`config.mk`:
```
export PLATFORM = sky130hd
export DESIGN_NAME = hss_supervisor
export DESIGN_NICKNAME = d
export VERILOG_FILES = /design/src/rtl/hss_pkg.sv /design/src/rtl/hss_timer.sv /design/src/rtl/hss_wb_regs.sv /design/src/rtl/hss_supervisor.sv
export SDC_FILE = /design/constraint.sdc
export NUM_CORES = 1
export LEC_CHECK = 0
export BUFFER_PORTS_ARGS = -buffer_cell sky130_fd_sc_hd__buf_2
export CORE_ASPECT_RATIO = 0.75
export CORE_MARGIN = 10
export CORE_UTILIZATION = 30
export CTS_BUF_LIST = sky130_fd_sc_hd__clkbuf_2 sky130_fd_sc_hd__clkbuf_4 sky130_fd_sc_hd__clkbuf_8
export DETAILED_ROUTE_END_ITERATION = 7
export PLACE_DENSITY = 0.57
export SLEW_MARGIN = 15
export SYNTH_ARGS = -nofsm -noshare
export SYNTH_HDL_FRONTEND = slang
export SYNTH_HIERARCHICAL = 1
export SYNTH_SLANG_ARGS = --single-unit
```
`constraint.sdc`:
```
create_clock -name clk_i -period 2.7 [get_ports clk_i]
set_clock_uncertainty 0.1 [all_clocks]
set_input_delay 0.54 -clock clk_i [delete_from_list [all_inputs] [get_ports clk_i]]
set_output_delay 0.54 -clock clk_i [all_outputs]
set_load 0.02 [all_outputs]
```
`src/rtl/hss_pkg.sv`:
```
// Package for the high-voltage start-up supervisor.
// Assumes a 250 MHz clock; times are given in microseconds.
package hss_pkg;

  localparam int unsigned CLK_MHZ          = 250;
  localparam int unsigned TIMEOUT_US       = 80000;
  localparam int unsigned DETECT_US        = 64000;
  localparam int unsigned DEBOUNCE_US      = 32000;
  localparam int unsigned TIMEOUT_CYC      = TIMEOUT_US * CLK_MHZ;
  localparam int unsigned DETECT_CYC       = DETECT_US * CLK_MHZ;
  localparam int unsigned DEBOUNCE_CYC     = DEBOUNCE_US * CLK_MHZ;
  localparam int unsigned CNT_W            = 25;

  // Register byte offsets
  localparam logic [7:0] ADDR_CTRL   = 8'h00;
  localparam logic [7:0] ADDR_STATUS = 8'h04;
  localparam logic [7:0] ADDR_IRQ_ST = 8'h08;
  localparam logic [7:0] ADDR_IRQ_EN = 8'h0c;
  localparam logic [7:0] ADDR_IRQ_CL = 8'h10;

  // Control field positions and reset value
  localparam int unsigned CTRL_ENABLE_BIT = 0;
  localparam logic [31:0] CTRL_RESET      = 32'h0000_0001;

  // Event bits
  localparam int unsigned EV_TIMEOUT  = 0;
  localparam int unsigned EV_DISCH    = 1;
  localparam int unsigned EV_BROWNOUT = 2;
  localparam int unsigned EV_BROWNIN  = 3;
  localparam int unsigned EV_W        = 4;

  typedef enum logic [2:0] {
    HSS_OFF     = 3'b000,
    HSS_START   = 3'b001,
    HSS_RUN     = 3'b010,
    HSS_RECHG   = 3'b011,
    HSS_DISCH   = 3'b100,
    HSS_BO_WAIT = 3'b101,
    HSS_BO_CHG  = 3'b110,
    HSS_FAULT   = 3'b111
  } hss_state_t;

  // Comparator results, synchronised inside hss_supervisor
  typedef struct packed {
    logic hv_above_start;
    logic vcc_above_on;
    logic vcc_below_off;
    logic vcc_low_level;
    logic hv_below_safe;
    logic mains_absent;
    logic ac_below_bo;
    logic ac_above_bi;
  } hss_sense_t;

  typedef struct packed {
    logic charger_en;
    logic charge_high;
    logic clamp_en;
    logic pfc_en;
    logic hb_en;
  } hss_drive_t;

endpackage : hss_pkg

```
`src/rtl/hss_timer.sv`:
```
// Qualified interval counter: restarts when its condition drops.
// Assumes the condition is already in the clk_i domain.
`timescale 1ns/1ps
`default_nettype none
module hss_timer #(
  parameter int unsigned LIMIT = 16
) (
  // Clock and reset
  input  wire logic clk_i,
  input  wire logic rst_i,
  // Qualifier and expiry
  input  wire logic run_i,
  output logic      done_o
);
  import hss_pkg::*;

  logic [CNT_W-1:0] cnt_q;

  always_ff @(posedge clk_i) begin
    if (rst_i || !run_i) begin
      cnt_q <= '0;
    end else if (cnt_q != CNT_W'(LIMIT)) begin
      cnt_q <= cnt_q + CNT_W'(1);
    end
  end

  assign done_o = run_i && (cnt_q == CNT_W'(LIMIT));

  a_timer_restart: assert property (@(posedge clk_i) disable iff (rst_i)
    !run_i |=> !done_o) else $error("timer expired without qualifier");

endmodule : hss_timer
`default_nettype wire

```
`src/rtl/hss_wb_regs.sv`:
```
// Wishbone classic slave with control, status and interrupt registers.
// Assumes single-cycle classic requests from one master.
`timescale 1ns/1ps
`default_nettype none
module hss_wb_regs (
  // Clock and reset
  input  wire logic              clk_i,
  input  wire logic              rst_i,
  // Wishbone
  input  wire logic              cyc_i,
  input  wire logic              stb_i,
  input  wire logic              we_i,
  input  wire logic [7:0]        adr_i,
  input  wire logic [3:0]        sel_i,
  input  wire logic [31:0]       dat_i,
  output logic      [31:0]       dat_o,
  output logic                   ack_o,
  // Block side
  input  wire logic [hss_pkg::EV_W-1:0] event_i,
  input  wire logic [31:0]       status_i,
  output logic                   enable_o,
  output logic                   irq_o
);
  import hss_pkg::*;

  logic [31:0]     ctrl_q;
  logic [EV_W-1:0] ist_q;
  logic [EV_W-1:0] ien_q;
  logic            req;
  logic [EV_W-1:0] clr;

  assign req = cyc_i && stb_i && !ack_o;
  assign clr = (req && we_i && adr_i == ADDR_IRQ_CL && sel_i[0]) ? dat_i[EV_W-1:0] : '0;

  always_ff @(posedge clk_i) begin
    if (rst_i) begin
      ack_o <= 1'b0;
    end else begin
      ack_o <= req;
    end
  end

  always_ff @(posedge clk_i) begin
    if (rst_i) begin
      ctrl_q <= CTRL_RESET;
      ien_q  <= '0;
    end else if (req && we_i) begin
      if (adr_i == ADDR_CTRL && sel_i[0]) begin
        ctrl_q[7:0] <= dat_i[7:0];
      end
      if (adr_i == ADDR_IRQ_EN && sel_i[0]) begin
        ien_q <= dat_i[EV_W-1:0];
      end
    end
  end

  // Set beats clear in the same cycle
  always_ff @(posedge clk_i) begin
    if (rst_i) begin
      ist_q <= '0;
    end else begin
      ist_q <= (ist_q & ~clr) | event_i;
    end
  end

  always_ff @(posedge clk_i) begin
    if (rst_i) begin
      dat_o <= '0;
    end else if (req && !we_i) begin
      case (adr_i)
        ADDR_CTRL:   dat_o <= ctrl_q;
        ADDR_STATUS: dat_o <= status_i;
        ADDR_IRQ_ST: dat_o <= {{(32-EV_W){1'b0}}, ist_q};
        ADDR_IRQ_EN: dat_o <= {{(32-EV_W){1'b0}}, ien_q};
        default:     dat_o <= '0;
      endcase
    end
  end

  assign enable_o = ctrl_q[CTRL_ENABLE_BIT];
  assign irq_o    = |(ist_q & ien_q);

endmodule : hss_wb_regs
`default_nettype wire

```
`src/rtl/hss_supervisor.sv`:
```
// Start-up supervisor: charger, discharge and brown-out sequencing.
// Assumes comparator inputs are asynchronous and are synchronised here.
// Contract
// - Turn charger on once HV input exceeds the start threshold.
// - Keep charging the supply until it reaches turn-on threshold.
// - At first start, charger goes off only after half-bridge starts.
// - Shut charger off if half-bridge not started within 80 ms; code instead charges gently in HSS_FAULT until turn-on threshold.
// - Re-enable charger whenever supply drops to turn-off threshold.
// - Pick gentle or fast charge by present supply level.
// - Charge also on feedback failure, brown-out or discharge; level by supply.
// - After 64 ms of mains absence, start discharge through start-up path.
// - Hold discharge current until HV pin drops below safe level.
// - Enable supply clamp while discharging.
// - On brown-out, disable PFC and half-bridge together.
// - During brown-out, cycle charger between off and on thresholds.
// - Brown-out below low level, released only above brown-in level.
// - Act on brown-out only after 32 ms of continuous low input.
// - Brown-in turns converter on only after charger phase ends.
`timescale 1ns/1ps
`default_nettype none
module hss_supervisor #(
  parameter int unsigned TIMEOUT_LIMIT  = hss_pkg::TIMEOUT_CYC,
  parameter int unsigned DETECT_LIMIT   = hss_pkg::DETECT_CYC,
  parameter int unsigned DEBOUNCE_LIMIT = hss_pkg::DEBOUNCE_CYC
) (
  // Clock and reset
  input  wire logic               clk_i,
  input  wire logic               rst_i,
  // Comparators and stage indications
  input  wire hss_pkg::hss_sense_t sense_i,
  input  wire logic               hb_started_i,
  input  wire logic               fb_fail_i,
  // Stage controls
  output hss_pkg::hss_drive_t     drive_o,
  // Wishbone
  input  wire logic               cyc_i,
  input  wire logic               stb_i,
  input  wire logic               we_i,
  input  wire logic [7:0]         adr_i,
  input  wire logic [3:0]         sel_i,
  input  wire logic [31:0]        dat_i,
  output logic      [31:0]        dat_o,
  output logic                    ack_o,
  // Interrupt
  output logic                    irq_o
);
  import hss_pkg::*;

  localparam int unsigned IN_W = 10;

  logic [IN_W-1:0] raw;
  logic [IN_W-1:0] meta_q;
  logic [IN_W-1:0] sync_q;
  hss_sense_t      s;
  logic            hb_run;
  logic            feedback_failure_protection;

  assign raw = {sense_i, hb_started_i, fb_fail_i};

  // Two-stage synchronisers, one per input bit
  genvar gi;
  generate
    for (gi = 0; gi < IN_W; gi++) begin : g_sync
      always_ff @(posedge clk_i) begin
        if (rst_i) begin
          meta_q[gi] <= 1'b0;
          sync_q[gi] <= 1'b0;
        end else begin
          meta_q[gi] <= raw[gi];
          sync_q[gi] <= meta_q[gi];
        end
      end
    end
  endgenerate

  assign s      = sync_q[IN_W-1:2];
  assign hb_run = sync_q[1];
  assign feedback_failure_protection    = sync_q[0];

  hss_state_t state_q;
  hss_state_t state_d;
  logic       bo_q;
  logic       bo_raw_q;
  logic       bo_fire;
  logic       tout_fire;
  logic       detect_fire;
  logic       enable;
  logic [EV_W-1:0] events;
  logic [31:0]     status;

  // Brown-out hysteresis: set below low level, clear above brown-in
  always_ff @(posedge clk_i) begin
    if (rst_i) begin
      bo_raw_q <= 1'b1;
    end else if (s.ac_above_bi) begin
      bo_raw_q <= 1'b0;
    end else if (s.ac_below_bo) begin
      bo_raw_q <= 1'b1;
    end
  end

  hss_timer #(.LIMIT(DEBOUNCE_LIMIT)) u_debounce (
    .clk_i  (clk_i),
    .rst_i  (rst_i),
    .run_i  (bo_raw_q && !bo_q),
    .done_o (bo_fire)
  );

  always_ff @(posedge clk_i) begin
    if (rst_i) begin
      bo_q <= 1'b1;
    end else if (bo_fire) begin
      bo_q <= 1'b1;
    end else if (!bo_raw_q) begin
      bo_q <= 1'b0;
    end
  end

  hss_timer #(.LIMIT(TIMEOUT_LIMIT)) u_timeout (
    .clk_i  (clk_i),
    .rst_i  (rst_i),
    .run_i  (state_q == HSS_START && !hb_run),
    .done_o (tout_fire)
  );

  hss_timer #(.LIMIT(DETECT_LIMIT)) u_detect (
    .clk_i  (clk_i),
    .rst_i  (rst_i),
    .run_i  (s.mains_absent && state_q != HSS_DISCH),
    .done_o (detect_fire)
  );

  always_comb begin
    state_d = state_q;
    case (state_q)
      HSS_OFF: begin
        if (enable && s.hv_above_start) begin
          state_d = HSS_START;
        end
      end
      HSS_START: begin
        if (hb_run && s.vcc_above_on) begin
          state_d = HSS_RUN;
        end else if (tout_fire) begin
          state_d = HSS_FAULT;
        end
      end
      HSS_RUN: begin
        if (bo_q) begin
          state_d = HSS_BO_WAIT;
        end else if (feedback_failure_protection || s.vcc_below_off) begin
          state_d = HSS_RECHG;
        end
      end
      HSS_RECHG, HSS_FAULT, HSS_BO_CHG: begin
        if (s.vcc_above_on) begin
          state_d = bo_q ? HSS_BO_WAIT : HSS_OFF;
        end
      end
      HSS_BO_WAIT: begin
        if (s.vcc_below_off) begin
          state_d = HSS_BO_CHG;
        end else if (!bo_q) begin
          state_d = HSS_OFF;
        end
      end
      HSS_DISCH: begin
        if (s.hv_below_safe) begin
          state_d = HSS_OFF;
        end
      end
      default: state_d = HSS_OFF;
    endcase
    if (detect_fire) begin
      state_d = HSS_DISCH;
    end
  end

  always_ff @(posedge clk_i) begin
    if (rst_i) begin
      state_q <= HSS_OFF;
    end else begin
      state_q <= state_d;
    end
  end

  // Outputs registered so stage enables never glitch
  always_ff @(posedge clk_i) begin
    if (rst_i) begin
      drive_o <= '0;
    end else begin
      drive_o.charger_en  <= state_d inside {HSS_START, HSS_RECHG, HSS_FAULT,
                                             HSS_BO_CHG, HSS_DISCH};
      drive_o.charge_high <= !s.vcc_low_level && state_d != HSS_FAULT;
      drive_o.clamp_en    <= state_d == HSS_DISCH;
      drive_o.pfc_en      <= state_d inside {HSS_START, HSS_RUN} && !bo_q;
      drive_o.hb_en       <= state_d inside {HSS_START, HSS_RUN} && !bo_q;
    end
  end

  // Brown-in flagged when the held brown-out releases, power-up included
  assign events = {bo_q && !bo_raw_q,
                   bo_fire,
                   detect_fire,
                   tout_fire};
  assign status = {24'h00_0000, 1'b0, bo_q, bo_raw_q, 2'b00, state_q};

  hss_wb_regs u_regs (
    .clk_i    (clk_i),
    .rst_i    (rst_i),
    .cyc_i    (cyc_i),
    .stb_i    (stb_i),
    .we_i     (we_i),
    .adr_i    (adr_i),
    .sel_i    (sel_i),
    .dat_i    (dat_i),
    .dat_o    (dat_o),
    .ack_o    (ack_o),
    .event_i  (events),
    .status_i (status),
    .enable_o (enable),
    .irq_o    (irq_o)
  );

  a_pfc_hb_together: assert property (@(posedge clk_i) disable iff (rst_i)
    drive_o.pfc_en == drive_o.hb_en) else $error("stage enables differ");
  a_bo_stops_stages: assert property (@(posedge clk_i) disable iff (rst_i)
    bo_q |=> !drive_o.hb_en) else $error("stage on in brown-out");
  a_clamp_in_disch: assert property (@(posedge clk_i) disable iff (rst_i)
    drive_o.clamp_en |-> drive_o.charger_en) else $error("clamp without path");
  a_detect_to_disch: assert property (@(posedge clk_i) disable iff (rst_i)
    detect_fire |=> state_q == HSS_DISCH ##1 drive_o.clamp_en) else $error("no discharge");
  a_disch_ends: assert property (@(posedge clk_i) disable iff (rst_i)
    state_q == HSS_DISCH && s.hv_below_safe && !detect_fire |=> state_q == HSS_OFF)
    else $error("discharge not ended");
  a_start_charger: assert property (@(posedge clk_i) disable iff (rst_i)
    state_q == HSS_OFF && state_d == HSS_START |=> drive_o.charger_en)
    else $error("charger not started");
  a_timeout_fault: assert property (@(posedge clk_i) disable iff (rst_i)
    tout_fire && !detect_fire |=> state_q == HSS_FAULT) else $error("timeout ignored");
  a_bo_recharge: assert property (@(posedge clk_i) disable iff (rst_i)
    state_q == HSS_BO_WAIT && s.vcc_below_off && !detect_fire |=> ##1 drive_o.charger_en)
    else $error("brown-out recharge missing");
  a_bi_after_charge: assert property (@(posedge clk_i) disable iff (rst_i)
    $fell(bo_q) |-> !drive_o.hb_en) else $error("brown-in during charge");

endmodule : hss_supervisor
`default_nettype wire

```
==> results.ini, run 1 <==
[route]
vias = 5669
drc_errors = 0
antenna_left = 0
wl_per_cell_um = 14.34
wirelength_um = 16670
firstDrtPassIters = 5
drt-initial-drc-count = 405
via_per_inst = 4.879

[sta]
setup_viol = 0
max_clock_freq_ghz = 0.3984
slew_headroom = 0.5483
whs_ns = 0.1813
fin_crit_sh = 0.9296
drv_slew = 0
hold_viol_final = 0
rsz0062_at_grt = no
tightest_slew_ns = 0.6713
tns_ns = 0
min_period_ns = 2.510

[floorplan]
placementRows = 48
start_util = 0.3048
die_w_um = 196.5
die_y_um = 152.4
fp.coreArea_mm2 = 0.02300
die-area_mm2 = 0.02995
io_pins = 98

[clock_network]
cts_setup_buffers = 0
cts_tree = done
clkSinkCount = 153
clockBufferDepth = 2
cts.clk_slew.worst_paths_ns = 0.09
cts_made_buffers = 17
htreeDepth = 4
clockRootBuffer = clkbuf_8
holdBufCountCts = 0
clk_latency_ns = 0.46

[logic_synthesis]
avgSynthCellArea_um2 = 9.397
synth_top_area_share = 0.4369
async_reset_ff_frac = 0
synth_area_leader_cell = dfxtp_1
synth_edf_count = 0
synth-seq-area-share = 0.4369
synth-seq-cells = 153
synthFlopType = dfxtp_1
ys_types = 70
syn-cell-area_mm2 = 0.007010
syn_inst = 746
yosysWarnings = 6
synth.area.top_cells = dfxtp_1, a22oi_2, nor2_1, xor2_1, a21oi_1

[critical_path]
worstReg2RegStart = u_timeout/cnt_q[0]$_SDFFE_PP0P_
worstPathMaxFanout = 5
endpoint_kind = flop
r2r_end = drive_o[0]$_SDFF_PP0_
cp.arrival_ns = 2.77
reg2reg_slack_ns = 0.19
cp-start-kind = flop
r2r_cells = 11
crit_required_ns = 2.96
critPathKind = reg2reg
endpoint = drive_o[0]$_SDFF_PP0_
cp-startpoint = u_timeout/cnt_q[0]$_SDFFE_PP0P_

[cells_and_area]
drive_above_1_share = 0.2367
nNetsFinal = 914
nFillCells = 2378
area_growth_pct = 17.74
antenna_cells = 0
seqCellArea_mm2 = 0.003064
layout_common_cells = dfxtp_1, buf_2, nor2_1, a21oi_1
multi_input_area_mm2 = 0.003742
final_util = 0.3588
final_common_cell = dfxtp_1

[pwr]
p_leak_nw = 2.958
peakVddDrop_mv = 0.3166
powerDensity_mw_per_mm2 = 520.3
p_total_mw = 4.295

[global_route]
grt_antenna_before_repair = 0
grt_remaining_overflow = 0
gr-usage-all-layers = 0.1117
grt_max_degree = 38
grt_pass1_vias = 5388
grt_pass1_wl_um = 28050

[placed_design]
routabilityCongestion = 0.7611
dp.final_hpwl_um = 11720
io_buffers = 70

[worst_hold_path]
hold_class = in2reg

[run_status]
status = finished, final reports clean

[run]
cap_viol_max_count = 0

==> how the worst min path moves through the flow <==
stage,start,end,slack [ns],cells past startpoint
global placement,s[0]$_SDFF_PP0_,bo_raw_q$_SDFFE_PP1P_,0.30,1
CTS,sense_i[1],meta_q[3]$_SDFF_PP0_,0.14,2
detailed placement,s[0]$_SDFF_PP0_,bo_raw_q$_SDFFE_PP1P_,0.30,1
finish,hb_started_i,meta_q[1]$_SDFF_PP0_,0.18,2
global route,hb_started_i,meta_q[1]$_SDFF_PP0_,0.15,2
floorplan,s[4]$_SDFF_PP0_,drive_o[3]$_SDFF_PP0_,0.27,1
==> cell usage after synthesis (13+ instances only) <==
cell type	instances
nand3_1	26
a22oi_1	13
nor2_2	20
nand2_1	24
xor2_1	24
clkbuf_1	22
or3_1	17
o31ai_1	17
a22oi_2	20
mux2i_1	15
nor2_1	63
or4_1	18
dfxtp_1	153
nand4_1	23
a21oi_1	40
inv_1	28
nor2b_1	25
o21ai_0	25
==> cells by family (layout without fill, tap and decap cells) <==
group	after synthesis	in the layout	synth area share
AOI/OAI and AO/OA	152	152	0.1601
and+or+nand+nor	318	318	0.2774
DFF	153	153	0.4369
xor gates and xnor gates	31	31	0.03873
adders and majority gates	6	6	0.01071
buffers and inverters	67	157	0.04944
other	1	27	0.0005349
muxes	18	18	0.02624
==> through the flow <==
step,worst slack (ns),cell area (µm²),std cells
2_1_floorplan,0.2471,7108,772
3_3_place_gp,0.09256,7802,1130
3_5_place_dp,0.08476,7802,1130
4_1_cts,0.04009,8214,1162
5_1_grt,0.005831,8254,1162
6_report,0.1901,8254,1162
==> per-layer routing <==
| metal | GRT usage | part of all wire | up-vias |
|---|---|---|---|
| li1 | - | - | 2901 |
| met1 | 0.1619 | 0.53 | 2678 |
| met2 | 0.1574 | 0.42 | 77 |
| met3 | 0.02990 | 0.042 | 13 |
| met4 | 0.03012 | 0.0091 | 0 |
| met5 | 0 | 0 | - |
==> sequential cells by signal (all words and copies together), names as in the netlist, 8 cells and up <==
signal	count
u_detect/cnt_q	25
u_timeout/cnt_q	25
meta_q	10
s	8
u_debounce/cnt_q	25
u_regs/ctrl_q	8
u_regs/dat_o	32
==> where the power goes <==
part | leakage, nW | internal [mW] | switching (mW)
combinational | 1.52 | 0.0600 | 0.101
sequential | 1.24 | 2.28 | 0.0146
clock | 0.200 | 0.856 | 0.987
==> final cells by class <==
type,count,share of cell area
multi-input combinational,552,0.4534
clock inverter,15,0.02152
tap,300,0.04548
clock buffer,17,0.02835
inverter,28,0.01273
sequential,153,0.3712
timing repair buffer,97,0.06730
==> worst max-delay path, stage by stage (launching register included) <==
cell	delay, ns
dfxtp_2	0.35
inv_1	0.05
ha_1	0.14
and4b_1	0.18
nand4_1	0.17
nor2_2	0.18
and2_1	0.15
inv_1	0.07
a2111oi_4	0.29
a21oi_1	0.08
or3_1	0.33
a2111oi_2	0.31
==> what timing repair did <==
item                                   in CTS  in global routing
endpoints found under the hold margin       0                  0
setup endpoints to repair                   0                  3
resized for setup                           0                  7
Power figures use the tool's default switching activity.
==> run 2, diff against run 1 <==
- CELL_PAD_IN_SITES_DETAIL_PLACEMENT: default -> 2
- CELL_PAD_IN_SITES_GLOBAL_PLACEMENT: default -> 2
- PLACE_DENSITY: 0.57 -> 0.79
==> results.ini, run 2 (synthesized netlist as in run 1, its figures left out) <==
[placed_design]
dp.final_hpwl_um = 14270  ; +22%
pre_cts_ws_ns = 0.08374  ; -0.001019 ns
io_buffers = 70  ; unchanged
routabilityCongestion = 0.7656  ; +0.59%

[sta]
setup_viol = 0  ; unchanged
max_clock_freq_ghz = 0.3905  ; -2.0%
rsz0062_at_grt = yes
setup_ws_ns = 0.1393  ; -0.05086 ns
tightest_slew_ns = 0.6147  ; -0.05661 ns
hold_viol_final = 0  ; unchanged
min_period_ns = 2.561  ; +0.05086 ns
drv_slew = 0  ; unchanged
fin_crit_sh = 0.9484  ; +0.01884
slew_headroom = 0.5864  ; +0.03809

[pwr]
p_leak_nw = 3.018  ; +2.0%
powerDensity_mw_per_mm2 = 542.1  ; +4.2%
peakVddDrop_mv = 0.2787  ; -12%

[route]
antenna_left = 0  ; unchanged
met1_length_um = 10410  ; +18%
routed.top_layer = met4
wl_per_cell_um = 17.95  ; +25%
firstDrtPassIters = 4  ; -1
via_per_inst = 5.150  ; +5.6%
wirelength_um = 20950  ; +26%
drt-initial-drc-count = 272  ; -33%
wl_met3_um = 755  ; +7.9%
vias = 6010  ; +6.0%
drc_errors = 0  ; unchanged
wl_met2_um = 9591  ; +37%

[clock_network]
clkSinkCount = 153  ; unchanged
clockBufferDepth = 2  ; unchanged
clk_latency_ns = 0.46  ; about the same
cts_made_buffers = 17  ; unchanged
clockRootBuffer = clkbuf_8
cts_tree = done
holdBufCountCts = 0  ; unchanged
htreeDepth = 4  ; unchanged
cts.clk_slew.worst_paths_ns = 0.09  ; about the same

[cells_and_area]
largest-register = u_regs/dat_o
nFillCells = 2590  ; +8.9%
final_util = 0.3628  ; +0.003916
nNetsFinal = 919  ; +0.55%
largest_register_ffs = 32  ; unchanged
drive_above_1_share = 0.2393  ; +0.002647
area_growth_pct = 19.03
final_common_cell = dfxtp_1
layout_common_cells = dfxtp_1, buf_2, nor2_1, a21oi_1, buf_4

[critical_path]
worstPathMaxFanout = 6  ; +1
critPathKind = reg2reg
crit_required_ns = 2.92  ; -0.04 ns
endpoint_kind = flop
cp.arrival_ns = 2.78  ; about the same
cp-start-kind = flop

[global_route]
grt_antenna_before_repair = 0  ; unchanged
grt_pass1_vias = 6372  ; +18%
grt_max_degree = 36  ; -5.3%
gr-usage-all-layers = 0.1401  ; +0.02842
grt_pass1_wl_um = 34440  ; +23%
grt_remaining_overflow = 0  ; unchanged

[run_status]
status = finished, final reports clean

[floorplan]
placementRows = 48  ; unchanged
die-area_mm2 = 0.02995  ; unchanged
io_pins = 98  ; unchanged
die_y_um = 152.4  ; unchanged
fp.coreArea_mm2 = 0.02300  ; unchanged
start_util = 0.3048  ; unchanged
die_w_um = 196.5  ; unchanged

[worst_hold_path]
hold_class = in2reg

[run]
cap_viol_max_count = 0  ; unchanged

[run 2: cell types whose count changed in the layout (fill, tap and decap cells not counted), moves of 2 or more]
| cell | previous run | this run |
|---|---|---|
| buf_4 | 28 | 33 |
| inv_6 | 5 | 0 |
| bufinv_16 | 2 | 5 |
| clkbuf_8 | 17 | 20 |
| inv_8 | 3 | 0 |
| clkbuf_4 | 0 | 2 |
| clkinv_2 | 0 | 2 |
| clkinv_4 | 2 | 0 |
| clkinvlp_4 | 3 | 1 |
| diode_2 | 0 | 2 |
[run 2: what timing repair did]
action,4_1_cts,5_1_grt
setup endpoints to repair,0,4
gates resized for setup,0,7
buffers inserted,0,2
[run 2: path summary, 6_finish.rpt]
check,slack (ns),endpoint,startpoint,cells past startpoint
max,0.14,drive_o[3]$_SDFF_PP0_,u_detect/cnt_q[1]$_SDFFE_PP0P_,10
min,0.19,meta_q[2]$_SDFF_PP0_,sense_i[0],2
max reg2reg,0.14,drive_o[3]$_SDFF_PP0_,u_detect/cnt_q[1]$_SDFFE_PP0P_,10
min reg2reg,0.33,drive_o[3]$_SDFF_PP0_,s[4]$_SDFF_PP0_,1
[run 2: through the flow]
stage / instance area, µm² / hold slack [ns] / std cells / total power, mW / setup TNS (ns)
6_report: 8344 / 0.1861 / 1167 / 4.523 / 0
5_1_grt: 8339 / 0.1750 / 1165 / 4.723 / -0.09197
4_1_cts: 8283 / 0.1553 / 1163 / 4.590 / 0
3_5_place_dp: 7825 / 0.3091 / 1133 / 2.509 / 0
3_3_place_gp: 7825 / 0.3091 / 1133 / 2.503 / 0
2_1_floorplan: 7108 / 0.2681 / 772 / 2.439 / 0
[run 2: area by class of cell]
class,instances,area [µm²],share of cell area
Multi-Input combinational cell,552,3745,0.4488
Sequential cell,153,3063,0.3671
Timing Repair Buffer,102,593.1,0.07108
Tap cell,300,375.4,0.04498
Clock buffer,22,290.3,0.03479
Clock inverter,8,167.7,0.02009
Inverter,28,105.1,0.01260
Antenna cell,2,5.005,0.0005998
[run 2: power breakdown]
| group | switching (mW) | total, mW | internal (mW) | leakage (nW) |
|---|---|---|---|---|
| Clock | 0.883 | 2.07 | 1.18 | 0.232 |
| Sequential | 0.0150 | 2.29 | 2.28 | 1.24 |
| Combinational | 0.108 | 0.167 | 0.0583 | 1.55 |
[run 2: layer usage]
| layer | track usage | up-vias |
|---|---|---|
| li1 | - | 2907 |
| met1 | 0.1913 | 3009 |
| met2 | 0.2158 | 79 |
| met3 | 0.03298 | 15 |
| met4 | 0.03628 | 0 |
| met5 | 0 | - |
[run 2: critical path, stage by stage (launching register included)]
cell and delay [ns]:
dfxtp_1 0.41, inv_1 0.10, ha_1 0.19, nor4bb_4 0.17, nand3_1 0.13, nor3_2 0.05
and2_1 0.19, buf_4 0.17, a41oi_1 0.22, nand4_1 0.24, a311oi_1 0.46
==> run 3, diff against run 2 <==
- PLACE_DENSITY: 0.79 -> 0.82
- SYNTH_HIERARCHICAL: 1 -> default
==> results.ini, run 3 <==
[logic_synthesis]
avgSynthCellArea_um2 = 8.631  ; -8.2%
synthFlopType = dfxtp_1
ys_top_cells_by_count = dfxtp_1, nor2_1, nand2_1
syn_inst = 660  ; -12%
synth_area_leader_cell = dfxtp_1
syn-cell-area_mm2 = 0.005697  ; -19%
synth_xor_xnor_area_share = 0.09993  ; +0.06120
synth-seq-area-share = 0.4533  ; +0.01642
synth_top_family_by_area = simple AND/OR/NAND/NOR gates
async_reset_ff_frac = 0  ; unchanged
ys_types = 49  ; -30%
synth_compound_area_frac = 0.06435  ; -0.09574
yosysWarnings = 0  ; -6
synth_top_area_share = 0.4533  ; +0.01642
synthMostInstantiatedCell = dfxtp_1
synth_edf_count = 0  ; unchanged
synth.area.top_cells = dfxtp_1, xor2_1, nor2_1, nand3_1, nand2_1
yosys.area_share.adder = 0.01318  ; +0.002470
yosys.area_share.simple = 0.2921  ; +0.01476
synth-seq-cells = 129  ; -16%
synth_mux_area_frac = 0.01801  ; -0.008226

[critical_path]
cp-start-kind = flop
critPathKind = reg2reg
worstPathMaxFanout = 5  ; -1
crit_required_ns = 2.95  ; +0.03 ns
endpoint_kind = flop
cp.arrival_ns = 2.77  ; about the same

[cells_and_area]
final_cell_area_mm2 = 0.006599  ; -21%
final_util = 0.3555  ; -0.007250
largest_registers = u_debounce.cnt_q: 25 flops, u_detect.cnt_q: 25 flops, u_timeout.cnt_q: 25 flops
antenna_cells = 0  ; -2
layout_common_cells = dfxtp_1, nor2_1, nand2_1, nand3_1, xor2_1
nNetsFinal = 776  ; -16%
drive_above_1_share = 0.1411  ; -0.09823
nFillCells = 2104  ; -19%
area_growth_pct = 15.84
final_common_cell = dfxtp_1

[sta]
whs_ns = 0.1890  ; +0.002879 ns
tightest_slew_ns = 0.6285  ; +0.01382 ns
tns_ns = 0  ; unchanged
drv_slew = 0  ; unchanged
setup_viol = 0  ; unchanged
min_period_ns = 2.523  ; -0.03818 ns
max_clock_freq_ghz = 0.3964  ; +1.5%
setup_ws_ns = 0.1774  ; +0.03818 ns
rsz0062_at_grt = no
fin_crit_sh = 0.9343  ; -0.01414
hold_viol_final = 0  ; unchanged
slew_headroom = 0.5800  ; -0.006448

[placed_design]
dp.final_hpwl_um = 12110  ; -15%
pre_cts_ws_ns = 0.1385  ; +0.05476 ns
post_dp_cell_area_mm2 = 0.006121  ; -22%
io_buffers = 46  ; -34%
routabilityCongestion = 0.7913  ; +3.4%

[route]
antenna_left = 0  ; unchanged
met1_length_um = 7608  ; -27%
wirelength_um = 16500  ; -21%
firstDrtPassIters = 4  ; unchanged
via_per_inst = 4.905  ; -4.8%
drc_errors = 0  ; unchanged
wl_met3_um = 528  ; -30%
drt-initial-drc-count = 234  ; -14%
wl_per_cell_um = 17.01  ; -5.3%
wl_met2_um = 8158  ; -15%
routed.top_layer = met4
vias = 4758  ; -21%

[floorplan]
die-area_mm2 = 0.02496  ; -17%
die_y_um = 139.3  ; -8.6%
start_util = 0.3069  ; +0.002133
fp.coreArea_mm2 = 0.01856  ; -19%
die_w_um = 179.1  ; -8.9%
io_pins = 98  ; unchanged
placementRows = 43  ; -10%

[global_route]
grt_max_degree = 23  ; -36%
grt_remaining_overflow = 0  ; unchanged
gr-usage-all-layers = 0.1355  ; -0.004679
grt_pass1_wl_um = 27380  ; -21%
grt_antenna_before_repair = 0  ; unchanged
grt_pass1_vias = 5261  ; -17%

[run_status]
status = finished, final reports clean

[clock_network]
cts_tree = done
htreeDepth = 4  ; unchanged
clockBufferDepth = 2  ; unchanged
cts_made_buffers = 17  ; unchanged
cts.clk_slew.worst_paths_ns = 0.07  ; -0.02 ns
clkSinkCount = 129  ; -16%
clk_latency_ns = 0.46  ; about the same
clockRootBuffer = clkbuf_8
holdBufCountCts = 0  ; unchanged

[run]
cap_viol_max_count = 0  ; unchanged

[worst_hold_path]
hold_class = in2reg

[pwr]
powerDensity_mw_per_mm2 = 613.4  ; +13%
peakVddDrop_mv = 0.2919  ; +4.7%
p_leak_nw = 2.359  ; -22%

## run 3: cell types whose count changed after synthesis, sizes merged, moves of 15 or more
cell and change:
dfxtp -24, o31ai -18, or3 -15, xor2 +23, nand2 +34, a22oi -30
nand3 +20, inv -15, or4 -16, buf +15
## run 3: per-stage QoR
step	power, mW	instances
2_1_floorplan	2.102	683
3_3_place_gp	2.130	938
3_5_place_dp	2.137	938
4_1_cts	4.098	969
5_1_grt	4.205	970
6_report	4.047	970
## run 3: power by group
part           total, mW  leakage [nW]  switching, mW  internal [mW]
logic              0.158          1.08          0.109         0.0494
clock network       1.95         0.235          0.777           1.17
registers           1.94          1.04         0.0146           1.92
total               4.05          2.36          0.900           3.15
## run 3: metal layers
metal / vias to the layer above / track usage
li1: 2312 / -
met1: 2381 / 0.1611
met2: 52 / 0.2316
met3: 13 / 0.03325
met4: 0 / 0.04651
met5: - / 0
## run 3: worst paths after layout
| check | startpoint | to | slack, ns | depth (start not counted) |
|---|---|---|---|---|
| min reg2reg | s[4]$_SDFF_PP0_ | drive_o[3]$_SDFF_PP0_ | 0.33 | 1 |
| max reg2reg | u_timeout.cnt_q[0]$_SDFFE_PP0P_ | drive_o[0]$_SDFF_PP0_ | 0.18 | 8 |
| min | sense_i[3] | meta_q[5]$_SDFF_PP0_ | 0.19 | 2 |
| max | u_timeout.cnt_q[0]$_SDFFE_PP0P_ | drive_o[0]$_SDFF_PP0_ | 0.18 | 8 |
## run 3: worst max-delay path, cell delays in order (launching register included)
cell and delay [ns]:
dfxtp_1 0.35, inv_1 0.10, ha_1 0.14, nor4bb_2 0.29, nand4_1 0.20, or4_4 0.59
a211oi_4 0.35, xnor2_1 0.09, and3_1 0.19
## run 3: logic make-up after synthesis
group / after synthesis
AND/OR/NAND/NOR: 327
flip-flops: 129
XOR/XNOR: 65
buffers and inverters: 62
AO/OA/AOI/OAI: 60
multiplexers: 10
adder cells (fa/ha/maj): 6
other: 1
## run 3: area by class of cell
type	count	area, µm²	area share
Timing Repair Buffer	58	320.3	0.04854
Clock buffer	21	282.8	0.04285
Tap cell	247	309.0	0.04683
Multi-Input combinational cell	492	2874	0.4355
Inverter	13	48.80	0.007395
Clock inverter	10	181.4	0.02749
Sequential cell	129	2582	0.3914
## run 3: timing repair
item / 4_1_cts / 5_1_grt
resized for setup: 0 / 1
endpoints found under the setup margin: 0 / 1
buffers inserted: 0 / 1
